[config.mk]
export PLATFORM = sky130hd
export DESIGN_NAME = drive_trip_supervisor
export DESIGN_NICKNAME = d
export VERILOG_FILES = /design/src/common/trip_pkg.sv /design/src/rtl/load_timer.sv /design/src/rtl/drive_trip_supervisor.sv
export VERILOG_INCLUDE_DIRS = /design/src /design/src/common
export SDC_FILE = /design/constraint.sdc
export NUM_CORES = 1
export LEC_CHECK = 0
export BUFFER_PORTS_ARGS = -buffer_cell sky130_fd_sc_hd__buf_2
export CORE_MARGIN = 3
export CORE_UTILIZATION = 42
export DETAILED_ROUTE_END_ITERATION = 10
export SYNTH_ARGS = -nofsm -noshare
export SYNTH_HDL_FRONTEND = slang
export SYNTH_SLANG_ARGS = --single-unit
[constraint.sdc]
create_clock -name clk_i -period 48 [get_ports clk_i]
set_input_delay 12 -clock clk_i [delete_from_list [all_inputs] [get_ports clk_i]]
set_output_delay 12 -clock clk_i [all_outputs]
set_load 0.03 [all_outputs]
[src/common/trip_defines.svh]
// trip supervisor constants: register map, fields, limits, times
// assumes a 40 MHz system clock and a 32-bit AXI4-Lite register bus
`ifndef TRIP_DEFINES_SVH
`define TRIP_DEFINES_SVH

// fault sources, index is the fixed priority rank (0 highest)
`define NSRC        12
`define SRC_OC      0
`define SRC_GND     1
`define SRC_OV      2
`define SRC_LV2     3
`define SRC_DOL     4
`define SRC_ETH     5
`define SRC_OPH     6
`define SRC_IPH     7
`define SRC_MOL     8
`define SRC_UL      9
`define SRC_NM      10
`define SRC_LV      11
// two bits per source, level=00 latch=01 fatal=11
`define KIND_DEFAULT 24'h155555

// register byte addresses
`define REG_CTRL    6'h00
`define REG_PARAM_A 6'h04
`define REG_PARAM_B 6'h08
`define REG_WARNSEL 6'h0C
`define REG_ACTIVE  6'h10
`define REG_STATUS  6'h14
`define REG_MASK    6'h18
`define REG_DISPLAY 6'h1C
`define REG_WARNMSG 6'h20

// field positions
`define F_RESET     0
`define F_OL_EN     7:0
`define F_UL_EN     15:8
`define F_TH_EN     23:16
`define F_NM_EN     31:24
`define F_PHASE     7:0
`define F_OL_LVL    15:8
`define F_UL_LVL    23:16
`define F_TH_LVL    31:24
`define B_OUT_PHASE 1
`define B_IN_PHASE  2
`define NM_ON       8'h01

// limits in percent of rated value
`define OC_LIMIT    9'h0C8
`define DOL_LOW     9'h096
`define DOL_HIGH    9'h0C8

// times
`define CLK_MHZ     40
`define TICK_US     1000
`define DOL_LOW_S   60
`define DOL_HIGH_S  4
`define ETH_S       60
`define SEQ_W       8

`define RESP_OKAY   2'h0
`define RESP_SLVERR 2'h2
`define RESET_A     32'h0000_0000
`define RESET_B     32'h0000_0000

`endif

[src/common/trip_pkg.sv]
// trip supervisor types: fault kinds, sensed inputs, display codes
// assumes trip_defines.svh is found on the include path
package trip_pkg;
`include "trip_defines.svh"

   typedef enum logic [1:0] {
      KIND_LEVEL = 2'h0,
      KIND_LATCH = 2'h1,
      KIND_FATAL = 2'h3
   } fault_kind_t;

   typedef struct packed {
      logic       running;
      logic [8:0] current_pct;
      logic [8:0] load_pct;
      logic       bus_over;
      logic       bus_under;
      logic       gnd_over;
      logic       out_phase_open;
      logic       in_phase_open;
      logic       motor_absent;
   } sense_t;

   typedef struct packed {
      logic [3:0] seg_code;
      logic [3:0] detail_code;
   } disp_t;

endpackage : trip_pkg

[src/rtl/load_timer.sv]
// inverse-time accumulator: counts ticks while over, unwinds while not
// assumes tick_i is a one-cycle pulse on clk_i
`timescale 1ns/1ps
`default_nettype none

module load_timer #(
   parameter int unsigned LIMIT = 60000,
   parameter int unsigned W     = $clog2(LIMIT + 1)
) (
   input  wire logic clk_i,
   input  wire logic rst_b_i,
   input  wire logic tick_i,
   input  wire logic over_i,
   output logic      expired_o
);
   localparam logic [W-1:0] LIM = W'(LIMIT);

   logic [W-1:0] cnt_r;
   logic         exp_r;

   wire up = tick_i & over_i & (cnt_r != LIM);
   wire dn = tick_i & ~over_i & (cnt_r != '0);

   always_ff @(posedge clk_i or negedge rst_b_i) begin
      if (!rst_b_i) begin
         cnt_r <= '0;
         exp_r <= 1'b0;
      end else begin
         if (up) cnt_r <= cnt_r + 1'b1;
         else if (dn) cnt_r <= cnt_r - 1'b1;
         exp_r <= (cnt_r == LIM);
      end
   end

   assign expired_o = exp_r;
endmodule : load_timer

`default_nettype wire

[src/rtl/drive_trip_supervisor.sv]
// drive fault supervisor: trips, warnings, display, AXI4-Lite registers
// assumes sense_i is synchronous to clk_i; fault_reset_i is an async pin
//
// What this block does
// enabled faults halt drive or raise warning
// level faults self-clear, never logged
// latch faults hold until reset input
// fatal faults clear only at power-up
// segment shows priority, detail shows first
// current warning readable as message register
// motor overload trips when enabled, over level
// underload trips when enabled, under level
// overcurrent trips above twice rated current
// overvoltage trips above bus limit
// undervoltage level, running undervoltage latch
// ground fault omitted on small units
// thermal trip only when enabled
// output open phase, phase bit one
// input open phase, phase bit two
// drive overload 150% 1min, 200% 4s
// no-motor trip when enable equals one
// arrival stamp and fixed rank per source
`timescale 1ns/1ps
`default_nettype none

`include "trip_defines.svh"

module drive_trip_supervisor #(
   parameter logic [2*`NSRC-1:0] KIND_MAP = `KIND_DEFAULT,
   parameter bit          HAS_GROUND = 1'b1,
   parameter int unsigned TICK_CYC   = `TICK_US * `CLK_MHZ,
   parameter int unsigned DOL_LO_TK  = `DOL_LOW_S * 1000000 / `TICK_US,
   parameter int unsigned DOL_HI_TK  = `DOL_HIGH_S * 1000000 / `TICK_US,
   parameter int unsigned ETH_TK     = `ETH_S * 1000000 / `TICK_US
) (
   input  wire logic            clk_i,
   input  wire logic            rst_b_i,
   input  wire logic            fault_reset_i,
   input  wire trip_pkg::sense_t sense_i,
   input  wire logic            axi_awvalid_i,
   output logic                 axi_awready_o,
   input  wire logic [5:0]      axi_awaddr_i,
   input  wire logic            axi_wvalid_i,
   output logic                 axi_wready_o,
   input  wire logic [31:0]     axi_wdata_i,
   input  wire logic [3:0]      axi_wstrb_i,
   output logic                 axi_bvalid_o,
   input  wire logic            axi_bready_i,
   output logic [1:0]           axi_bresp_o,
   input  wire logic            axi_arvalid_i,
   output logic                 axi_arready_o,
   input  wire logic [5:0]      axi_araddr_i,
   output logic                 axi_rvalid_o,
   input  wire logic            axi_rready_i,
   output logic [31:0]          axi_rdata_o,
   output logic [1:0]           axi_rresp_o,
   output logic                 trip_o,
   output logic                 warn_o,
   output logic                 irq_o,
   output trip_pkg::disp_t      disp_o
);
   import trip_pkg::*;

   localparam int N = `NSRC;

   ////////////////////////////////////////////////////////////////////
   // register bus slave
   logic        awready_r, wready_r, bvalid_r, arready_r, rvalid_r;
   logic        aw_held_r, w_held_r;
   logic [5:0]  awaddr_r;
   logic [31:0] wdata_r, rdata_r;
   logic [3:0]  wstrb_r;
   logic [1:0]  bresp_r, rresp_r;

   wire aw_take = axi_awvalid_i & awready_r;
   wire w_take  = axi_wvalid_i & wready_r;
   wire aw_have = aw_held_r | aw_take;
   wire w_have  = w_held_r | w_take;
   wire do_wr   = aw_have & w_have & ~bvalid_r;
   wire aw_nxt  = aw_have & ~do_wr;
   wire w_nxt   = w_have & ~do_wr;
   wire b_nxt   = do_wr | (bvalid_r & ~axi_bready_i);
   wire ar_take = axi_arvalid_i & arready_r;
   wire r_nxt   = ar_take | (rvalid_r & ~axi_rready_i);

   wire [5:0]  wr_addr = aw_held_r ? awaddr_r : axi_awaddr_i;
   wire [31:0] wr_data = w_held_r ? wdata_r : axi_wdata_i;
   wire [3:0]  wr_strb = w_held_r ? wstrb_r : axi_wstrb_i;
   wire [31:0] wmask   = {{8{wr_strb[3]}}, {8{wr_strb[2]}},
                          {8{wr_strb[1]}}, {8{wr_strb[0]}}};

   wire wr_ctrl = do_wr & (wr_addr == `REG_CTRL);
   wire wr_pa   = do_wr & (wr_addr == `REG_PARAM_A);
   wire wr_pb   = do_wr & (wr_addr == `REG_PARAM_B);
   wire wr_ws   = do_wr & (wr_addr == `REG_WARNSEL);
   wire wr_st   = do_wr & (wr_addr == `REG_STATUS);
   wire wr_mk   = do_wr & (wr_addr == `REG_MASK);
   wire wr_hit  = wr_ctrl | wr_pa | wr_pb | wr_ws | wr_st | wr_mk
                | (wr_addr == `REG_ACTIVE) | (wr_addr == `REG_DISPLAY)
                | (wr_addr == `REG_WARNMSG);

   always_ff @(posedge clk_i or negedge rst_b_i) begin
      if (!rst_b_i) begin
         aw_held_r <= 1'b0;
         w_held_r  <= 1'b0;
         awready_r <= 1'b1;
         wready_r  <= 1'b1;
         bvalid_r  <= 1'b0;
         bresp_r   <= `RESP_OKAY;
         awaddr_r  <= '0;
         wdata_r   <= '0;
         wstrb_r   <= '0;
      end else begin
         aw_held_r <= aw_nxt;
         w_held_r  <= w_nxt;
         awready_r <= ~aw_nxt & ~b_nxt;
         wready_r  <= ~w_nxt & ~b_nxt;
         bvalid_r  <= b_nxt;
         if (aw_take) awaddr_r <= axi_awaddr_i;
         if (w_take) begin
            wdata_r <= axi_wdata_i;
            wstrb_r <= axi_wstrb_i;
         end
         if (do_wr) bresp_r <= wr_hit ? `RESP_OKAY : `RESP_SLVERR;
      end
   end

   ////////////////////////////////////////////////////////////////////
   // software registers
   logic [31:0]  param_a_r, param_b_r;
   logic [N-1:0] warn_sel_r, status_r, mask_r, active_r;
   logic [3:0]   warn_msg_r;
   disp_t        disp_r;

   wire [7:0] ol_en    = param_a_r[`F_OL_EN];
   wire [7:0] ul_en    = param_a_r[`F_UL_EN];
   wire [7:0] th_en    = param_a_r[`F_TH_EN];
   wire [7:0] nm_en    = param_a_r[`F_NM_EN];
   wire [7:0] phase    = param_b_r[`F_PHASE];
   wire [8:0] ol_lvl   = {1'b0, param_b_r[`F_OL_LVL]};
   wire [8:0] ul_lvl   = {1'b0, param_b_r[`F_UL_LVL]};
   wire [8:0] th_lvl   = {1'b0, param_b_r[`F_TH_LVL]};
   wire [N-1:0] w1c    = wr_st ? (wr_data[N-1:0] & wmask[N-1:0]) : '0;
   wire [N-1:0] mk_new = (mask_r & ~wmask[N-1:0]) | (wr_data[N-1:0] & wmask[N-1:0]);
   wire [N-1:0] ws_new = (warn_sel_r & ~wmask[N-1:0]) | (wr_data[N-1:0] & wmask[N-1:0]);

   wire [5:0]  rd_addr = axi_araddr_i;
   wire [31:0] rd_disp = {20'h0, disp_r.detail_code, 4'h0, disp_r.seg_code};
   wire rd_hit = (rd_addr == `REG_CTRL) | (rd_addr == `REG_PARAM_A)
               | (rd_addr == `REG_PARAM_B) | (rd_addr == `REG_WARNSEL)
               | (rd_addr == `REG_ACTIVE) | (rd_addr == `REG_STATUS)
               | (rd_addr == `REG_MASK) | (rd_addr == `REG_DISPLAY)
               | (rd_addr == `REG_WARNMSG);
   wire [31:0] rd_val =
        (rd_addr == `REG_PARAM_A) ? param_a_r :
        (rd_addr == `REG_PARAM_B) ? param_b_r :
        (rd_addr == `REG_WARNSEL) ? 32'(warn_sel_r) :
        (rd_addr == `REG_ACTIVE)  ? 32'(active_r) :
        (rd_addr == `REG_STATUS)  ? 32'(status_r) :
        (rd_addr == `REG_MASK)    ? 32'(mask_r) :
        (rd_addr == `REG_DISPLAY) ? rd_disp :
        (rd_addr == `REG_WARNMSG) ? 32'(warn_msg_r) : 32'h0;

   always_ff @(posedge clk_i or negedge rst_b_i) begin
      if (!rst_b_i) begin
         param_a_r  <= `RESET_A;
         param_b_r  <= `RESET_B;
         warn_sel_r <= '0;
         mask_r     <= '0;
      end else begin
         if (wr_pa) param_a_r <= (param_a_r & ~wmask) | (wr_data & wmask);
         if (wr_pb) param_b_r <= (param_b_r & ~wmask) | (wr_data & wmask);
         if (wr_ws) warn_sel_r <= ws_new;
         if (wr_mk) mask_r <= mk_new;
      end
   end

   always_ff @(posedge clk_i or negedge rst_b_i) begin
      if (!rst_b_i) begin
         arready_r <= 1'b1;
         rvalid_r  <= 1'b0;
         rdata_r   <= '0;
         rresp_r   <= `RESP_OKAY;
      end else begin
         arready_r <= ~r_nxt;
         rvalid_r  <= r_nxt;
         if (ar_take) begin
            rdata_r <= rd_val;
            rresp_r <= rd_hit ? `RESP_OKAY : `RESP_SLVERR;
         end
      end
   end

   ////////////////////////////////////////////////////////////////////
   // fault-reset pin: three stages, change taken when last two agree
   logic [2:0] fr_s_r;
   logic       fr_lvl_r;

   wire fr_agree = (fr_s_r[1] == fr_s_r[2]);
   wire fr_pulse = fr_agree & fr_s_r[2] & ~fr_lvl_r;
   wire rst_req  = fr_pulse | (wr_ctrl & wr_strb[0] & wr_data[`F_RESET]);

   always_ff @(posedge clk_i or negedge rst_b_i) begin
      if (!rst_b_i) begin
         fr_s_r   <= '0;
         fr_lvl_r <= 1'b0;
      end else begin
         fr_s_r <= {fr_s_r[1:0], fault_reset_i};
         if (fr_agree) fr_lvl_r <= fr_s_r[2];
      end
   end

   ////////////////////////////////////////////////////////////////////
   // time base and inverse-time overload timers
   logic [$clog2(TICK_CYC)-1:0] tick_cnt_r;
   logic                        tick_r;
   logic                        dol_lo_exp, dol_hi_exp, eth_exp;

   // wrap at the last count so the tick period is exactly TICK_CYC
   wire tick_wrap = (tick_cnt_r == ($clog2(TICK_CYC))'(TICK_CYC - 1));

   always_ff @(posedge clk_i or negedge rst_b_i) begin
      if (!rst_b_i) begin
         tick_cnt_r <= '0;
         tick_r     <= 1'b0;
      end else begin
         tick_r <= tick_wrap;
         if (tick_wrap) tick_cnt_r <= '0;
         else tick_cnt_r <= tick_cnt_r + 1'b1;
      end
   end

   load_timer #(.LIMIT(DOL_LO_TK)) u_dol_lo (
      .clk_i(clk_i), .rst_b_i(rst_b_i), .tick_i(tick_r),
      .over_i(sense_i.current_pct >= `DOL_LOW), .expired_o(dol_lo_exp));
   load_timer #(.LIMIT(DOL_HI_TK)) u_dol_hi (
      .clk_i(clk_i), .rst_b_i(rst_b_i), .tick_i(tick_r),
      .over_i(sense_i.current_pct >= `DOL_HIGH), .expired_o(dol_hi_exp));
   load_timer #(.LIMIT(ETH_TK)) u_eth (
      .clk_i(clk_i), .rst_b_i(rst_b_i), .tick_i(tick_r),
      .over_i((th_en != 8'h00) & (sense_i.current_pct > th_lvl)),
      .expired_o(eth_exp));

   ////////////////////////////////////////////////////////////////////
   // fault conditions
   logic [N-1:0] cond;

   assign cond[`SRC_OC]  = sense_i.current_pct > `OC_LIMIT;
   assign cond[`SRC_GND] = HAS_GROUND & sense_i.gnd_over;
   assign cond[`SRC_OV]  = sense_i.bus_over;
   assign cond[`SRC_LV2] = sense_i.bus_under & sense_i.running;
   assign cond[`SRC_DOL] = dol_lo_exp | dol_hi_exp;
   assign cond[`SRC_ETH] = (th_en != 8'h00) & eth_exp;
   assign cond[`SRC_OPH] = phase[`B_OUT_PHASE] & sense_i.out_phase_open;
   assign cond[`SRC_IPH] = phase[`B_IN_PHASE] & sense_i.in_phase_open;
   assign cond[`SRC_MOL] = (ol_en != 8'h00) & (sense_i.load_pct > ol_lvl);
   assign cond[`SRC_UL]  = (ul_en != 8'h00) & (sense_i.load_pct < ul_lvl);
   assign cond[`SRC_NM]  = (nm_en == `NM_ON) & sense_i.running
                         & sense_i.motor_absent;
   assign cond[`SRC_LV]  = sense_i.bus_under;

   ////////////////////////////////////////////////////////////////////
   // per-source clearing behaviour, history and arrival stamps
   logic [N-1:0]        active_nxt, rise, logged, fatal_mask;
   logic [`SEQ_W-1:0]   stamp_r [N];
   logic [`SEQ_W-1:0]   seq_r;

   for (genvar i = 0; i < N; i++) begin : g_src
      wire fault_kind_t kind = fault_kind_t'(KIND_MAP[2*i +: 2]);
      assign fatal_mask[i] = (kind == KIND_FATAL);
      assign logged[i]     = (kind != KIND_LEVEL);
      assign active_nxt[i] =
           (kind == KIND_LEVEL) ? cond[i] :
           (kind == KIND_FATAL) ? (cond[i] | active_r[i]) :
           (cond[i] | (active_r[i] & ~rst_req));
      assign rise[i] = active_nxt[i] & ~active_r[i];

      always_ff @(posedge clk_i or negedge rst_b_i) begin
         if (!rst_b_i) begin
            active_r[i] <= 1'b0;
            status_r[i] <= 1'b0;
            stamp_r[i]  <= '0;
         end else begin
            active_r[i] <= active_nxt[i];
            status_r[i] <= (rise[i] & logged[i]) | (status_r[i] & ~w1c[i]);
            if (rise[i]) stamp_r[i] <= seq_r;
         end
      end
   end

   always_ff @(posedge clk_i or negedge rst_b_i) begin
      if (!rst_b_i) seq_r <= '0;
      else if (active_nxt == '0) seq_r <= '0;
      else if ((|rise) && (seq_r != '1)) seq_r <= seq_r + 1'b1;
   end

   ////////////////////////////////////////////////////////////////////
   // display and warning selection
   wire [N-1:0] trip_vec = active_r & ~warn_sel_r;
   wire [N-1:0] warn_vec = active_r & warn_sel_r;

   logic [3:0]        seg_nxt, det_nxt, wmsg_nxt;
   logic [`SEQ_W-1:0] best;
   logic              found;

   always_comb begin
      seg_nxt  = 4'h0;
      wmsg_nxt = 4'h0;
      det_nxt  = 4'h0;
      best     = '1;
      found    = 1'b0;
      for (int i = N - 1; i >= 0; i--) begin
         if (trip_vec[i]) seg_nxt = 4'(i + 1);
         if (warn_vec[i]) wmsg_nxt = 4'(i + 1);
      end
      for (int i = 0; i < N; i++) begin
         if (trip_vec[i] && (!found || stamp_r[i] < best)) begin
            found   = 1'b1;
            best    = stamp_r[i];
            det_nxt = 4'(i + 1);
         end
      end
   end

   logic trip_r, warn_r, irq_r;

   always_ff @(posedge clk_i or negedge rst_b_i) begin
      if (!rst_b_i) begin
         trip_r     <= 1'b0;
         warn_r     <= 1'b0;
         irq_r      <= 1'b0;
         disp_r     <= '0;
         warn_msg_r <= 4'h0;
      end else begin
         trip_r             <= |trip_vec;
         warn_r             <= |warn_vec;
         irq_r              <= |(status_r & mask_r);
         disp_r.seg_code    <= seg_nxt;
         disp_r.detail_code <= det_nxt;
         warn_msg_r         <= wmsg_nxt;
      end
   end

   assign axi_awready_o = awready_r;
   assign axi_wready_o  = wready_r;
   assign axi_bvalid_o  = bvalid_r;
   assign axi_bresp_o   = bresp_r;
   assign axi_arready_o = arready_r;
   assign axi_rvalid_o  = rvalid_r;
   assign axi_rdata_o   = rdata_r;
   assign axi_rresp_o   = rresp_r;
   assign trip_o        = trip_r;
   assign warn_o        = warn_r;
   assign irq_o         = irq_r;
   assign disp_o        = disp_r;

   wire [N-1:0] fatal_act = active_r & fatal_mask;
   wire lv_level  = (KIND_MAP[2*`SRC_LV +: 2] == KIND_LEVEL);
   wire oc_latch  = (KIND_MAP[2*`SRC_OC +: 2] == KIND_LATCH);
endmodule : drive_trip_supervisor

`default_nettype wire

# --- Word level (Yosys, flattened, before mapping) ---
# Index checks and enable logic that the tools add are counted.
op_classes:
  shift: 0
  magnitude_cmp: 17
  bitwise: 174
  reduce_logical: 51
  n_mux: 81
  n_eq_ne: 26
  addsub: 8
  n_div: 0
  mul: 0
ops:
  columns: ["op", "n"]
  rows:
  - ["$mux 4", 37]
  - ["$mux 8", 13]
  - ["$and 32x32->32", 3]
  - ["$mux 12", 8]
  - ["$mux 32", 3]
  - ["$lt 8x8->1", 11]
  - ["$mux 16", 5]
  - ["$and 1x1->1", 77]
  - ["$and 12x12->12", 6]
  - ["$or 32x32->32", 2]
  - ["$add 16x1->16 const B", 3]
  - ["$eq 16x16->1 const B", 3]
  - ["$eq 6x5->1 const B", 8]
  - ["$reduce_or 12->1", 4]
  - ["$or 1x1->1", 44]
  - ["$not 1->1", 37]
  - ["$ne 16x16->1 const B", 2]
  - ["$not 32->32", 1]
  - ["$reduce_bool 16->1", 2]
  - ["$sub 16x1->16 const B", 2]
  - ["$eq 6x4->1 const B", 4]
  - ["$not 12->12", 2]
  - ["$or 12x12->12", 2]
  - ["$reduce_bool 8->1", 3]
  - ["other kinds (24)", 75]
word_totals:
  inputBits: 81
  memories: 0
  wordCells: 427
  out_inout_bits: 52
  ram_bits: 0
  ff_bits: 384
  mem_bits_ro: 0
  latch_bits: 0

# --- Longest topological paths before layout ---
depth:
  word_depth: 47
  mapped_depth: 126
  ltp_nobuf: 114

# --- Modules after synthesis ---
# Synthesis repeated with hierarchy kept, for this count alone.
unflattened:
  cells_unflattened: 2339
  area_unflattened_um2: 22679.3
modules_own_cells:
  columns: ["mod", "n_inst", "cells_each", "seq_area_each_um2", "area_per_inst_um2"]
  rows:
  - ["drive_trip_supervisor", 1, 1897, 8386.8, 18626.6]
  - ["load_timer at u_dol_lo ...", 2, 166, 425.4, 1480.2]
  - ["load_timer at u_dol_hi", 1, 110, 325.3, 1092.3]

# --- Worst setup path after synthesis ---
# No wires, ideal clock.
synth_timing:
  path_kind: "register -> register"
  start: "register with a tool-made name"
  end: "register disp_r, in the netlist disp_o[0]"
  required_ns: 47.849
  n_path_buf: 13
  period_less_slack_ns: 20.624
  stages_incl_launch_ff: 119
  arrival_ns: 20.474
  setup_ns: 0.151
  setup_slack_ns: 27.376
  cell_sequence: "dfrtp_1 nand2b_1 clkbuf_1 clkbuf_1 nor2_1 ha_1 a21oi_1 o211ai_2 a311oi_2 nor2_1 clkbuf_1 a21oi_1 inv_1 ha_1 nand4_1 o221a_2 nor2_1 nor2_1 [83 not listed] ha_1 a21oi_1 nor2b_1 o21ai_0 nand2b_1 a21oi_1 nor2b_1 o32ai_1 o31ai_4 mux2_4 ha_1 a21oi_1 nor2b_1 o21ai_0 nand2_1 o41ai_1 o21ai_0 a21boi_1"
synth_lines:
  columns: ["element", "line_no", "text"]
  rows:
  - ["end, declared", "drive_trip_supervisor.sv:133", "disp_t disp_r;"]

==> metrics.txt <==
CP peak stage delay 0.52 ns; post-synthesis cell type count 95; Final Setup Violations 0; die area 55100 um^2; TNS Setup 0 ns; met3 wire length 2740 um; worst path bufs/invs 10; Clock Skews 0.0323 ns; initial core utilization 42.7%; Wirelength per Cell 19.7 um; status finished, final reports clean; initial DRC count 1295; fin crit period 23.28 ns; Reg2Reg Setup Slack 24.72 ns; top cells by area, synth dfrtp_1, mux2_2, ha_1; first-pass GRT wire length 98000 um; cell taking the most area after synthesis dfrtp_1; Inserted Clock Buffers 44; most used cell, CP a21oi_1; max-cap violations 0; max frequency 43.0 MHz; largest net degree at the start of global routing 101; Req. time, crit path 48.41 ns; unrepaired setup endpoints after global routing false; Top Layer Used met4; # IOs 133; met2 routed WL 28800 um; total wire length 61000 um; Post-Synthesis Cells 2288; diode count 0; initial antenna violation count 0; Avg Cell Area, Syn 9.61 um^2; Startpoint Class flop; Die Wd 235 um; vias in the first global route 17588; port bufs 130; Post-CTS Resized 0; Reg clk slew, reported paths 0.07 ns; Yosys top cell area share 43.1%; placement row count 83; hold path start fr_s_r[0]$_DFF_PN0_; Critical-path top delay cell a311oi_2; post-DR vias/cell 5.66; Slew HR 15.7%; Worst-Skew Late Latency 0.57 ns; Overflow after GRT 0; Area Overhead vs Synth 12.7%; worst-path maximum fanout 19; Routed met1 length 28000 um; Total Routing Usage GR 21.8%; Post-Syn Area 22000 um^2; family with the most delay on the worst path compound AO/OA/AOI/OAI gates; gp weighted congestion 0.884; Pre-antenna DRT Iters 7; DR vias 17546; clock root cell clkbuf_16; Seq/Total Area, Yosys 43.5%; DP Wirelength 45100 um; Hold WC Path Type flop to flop; crit path DAT 23.68 ns; Fin. Hold Viols 0; most frequently used flop master after synthesis dfrtp_1; Fill cells 4767; clock sink count 382; Synth async-reset ratio 100%; worst-margin pin slew 1.23 ns; max-slew violations 0; yosys warns 0; post-route ant nets 0; Nets 2594; layout cells sized above 1 17.2%; Setup CP Type flop to flop; Placeable Area 51500 um^2; period utilization 48.5%; Clock Path Buffers 3; DIE HEIGHT 235 um; EDFF count, synth 0; postcts setup bufs 0; htree depth 2; # DRC 0; Crit. End Element flop; Seq cells post-synth 382; hold_buf cts 0; hold slack final 0.386 ns; CTS tree built
-- logic make-up (layout without fill, tap and decap cells) --
kind of cell	count (synthesis)	count (layout)	share of synthesized area [%]
adder cells (fa/ha/maj)	131	131	7.51
XOR/XNOR	65	65	2.62
other	1	2	0.0171
AND/OR/NAND/NOR	656	656	13.9
flip-flops	382	382	43.5
multiplexers	219	219	11.1
buffers and inverters	222	352	3.92
AO/OA/AOI/OAI	612	612	17.4
-- final timing paths --
check                                          end  cells past startpoint
max in group asynchronous       w_held_r$_DFF_PN0_                      3
max reg2reg                    disp_o[0]$_DFF_PN0_                    107
min reg2reg                    fr_s_r[1]$_DFF_PN0_                      0
max                            disp_o[0]$_DFF_PN0_                    107
min                            fr_s_r[1]$_DFF_PN0_                      0
min in group asynchronous  stamp_r[64]$_DFFE_PN0P_                      1
-- cells in the mapped netlist (10+ instances only) --
| cell | instances |
|---|---|
| dfrtp_1 | 379 |
| nor2_1 | 240 |
| a21oi_1 | 224 |
| nand2_1 | 178 |
| o21ai_0 | 150 |
| mux2_2 | 143 |
| inv_1 | 130 |
| ha_1 | 123 |
| clkbuf_1 | 76 |
| mux2i_1 | 64 |
| xnor2_1 | 46 |
| a22oi_1 | 38 |
| nand3_1 | 38 |
| o21bai_1 | 31 |
| nand4_1 | 27 |
| a21o_1 | 26 |
| nand2b_1 | 26 |
| nor2b_1 | 25 |
| nor3_1 | 23 |
| nor4_1 | 21 |
| xor2_1 | 18 |
| a31oi_1 | 16 |
| a221oi_1 | 14 |
| or3_1 | 14 |
| o211ai_1 | 12 |
| and3_1 | 11 |
| mux2_4 | 10 |
| o21a_1 | 10 |
-- metrics by stage --
step	instances	worst slack [ns]	utilization (%)	instance area, um^2
floorplan	2289	27.38	-	22000
global placement	3021	25.99	45.1	23200
detailed placement	3021	25.00	45.1	23200
CTS	3099	24.95	48.1	24800
global route	3099	22.47	48.1	24800
finish	3099	24.72	48.1	24800
-- placed cells by master (no fill, tap or decap), types with 31 or more instances in the layout --
cell type / count
buf_2: 129
mux2_2: 143
ha_1: 123
nand2_1: 177
dfrtp_1: 378
a21oi_1: 224
nand3_1: 38
o21ai_0: 150
clkbuf_16: 45
o21bai_1: 31
inv_1: 130
a22oi_1: 38
mux2i_1: 64
xnor2_1: 46
nor2_1: 239
-- metal layers --
layer,up-vias,global-route usage [%]
li1,8377,-
met1,8621,30.3
met2,453,35.9
met3,95,2.62
met4,0,6.16
met5,-,0
-- layout make-up --
cell class / count / area [um^2] / share of cell area (%)
Timing Repair Buffer: 143 / 758 / 3.06
Inverter: 131 / 492 / 1.98
Tap cell: 680 / 851 / 3.43
Clock buffer: 56 / 1240 / 4.99
Sequential cell: 382 / 9560 / 38.6
Multi-Input combinational cell: 1685 / 11600 / 46.7
Clock inverter: 22 / 303 / 1.22
Power is not shown: default switching activity piles up to over one toggle a cycle in this logic, so the estimate is an artifact.
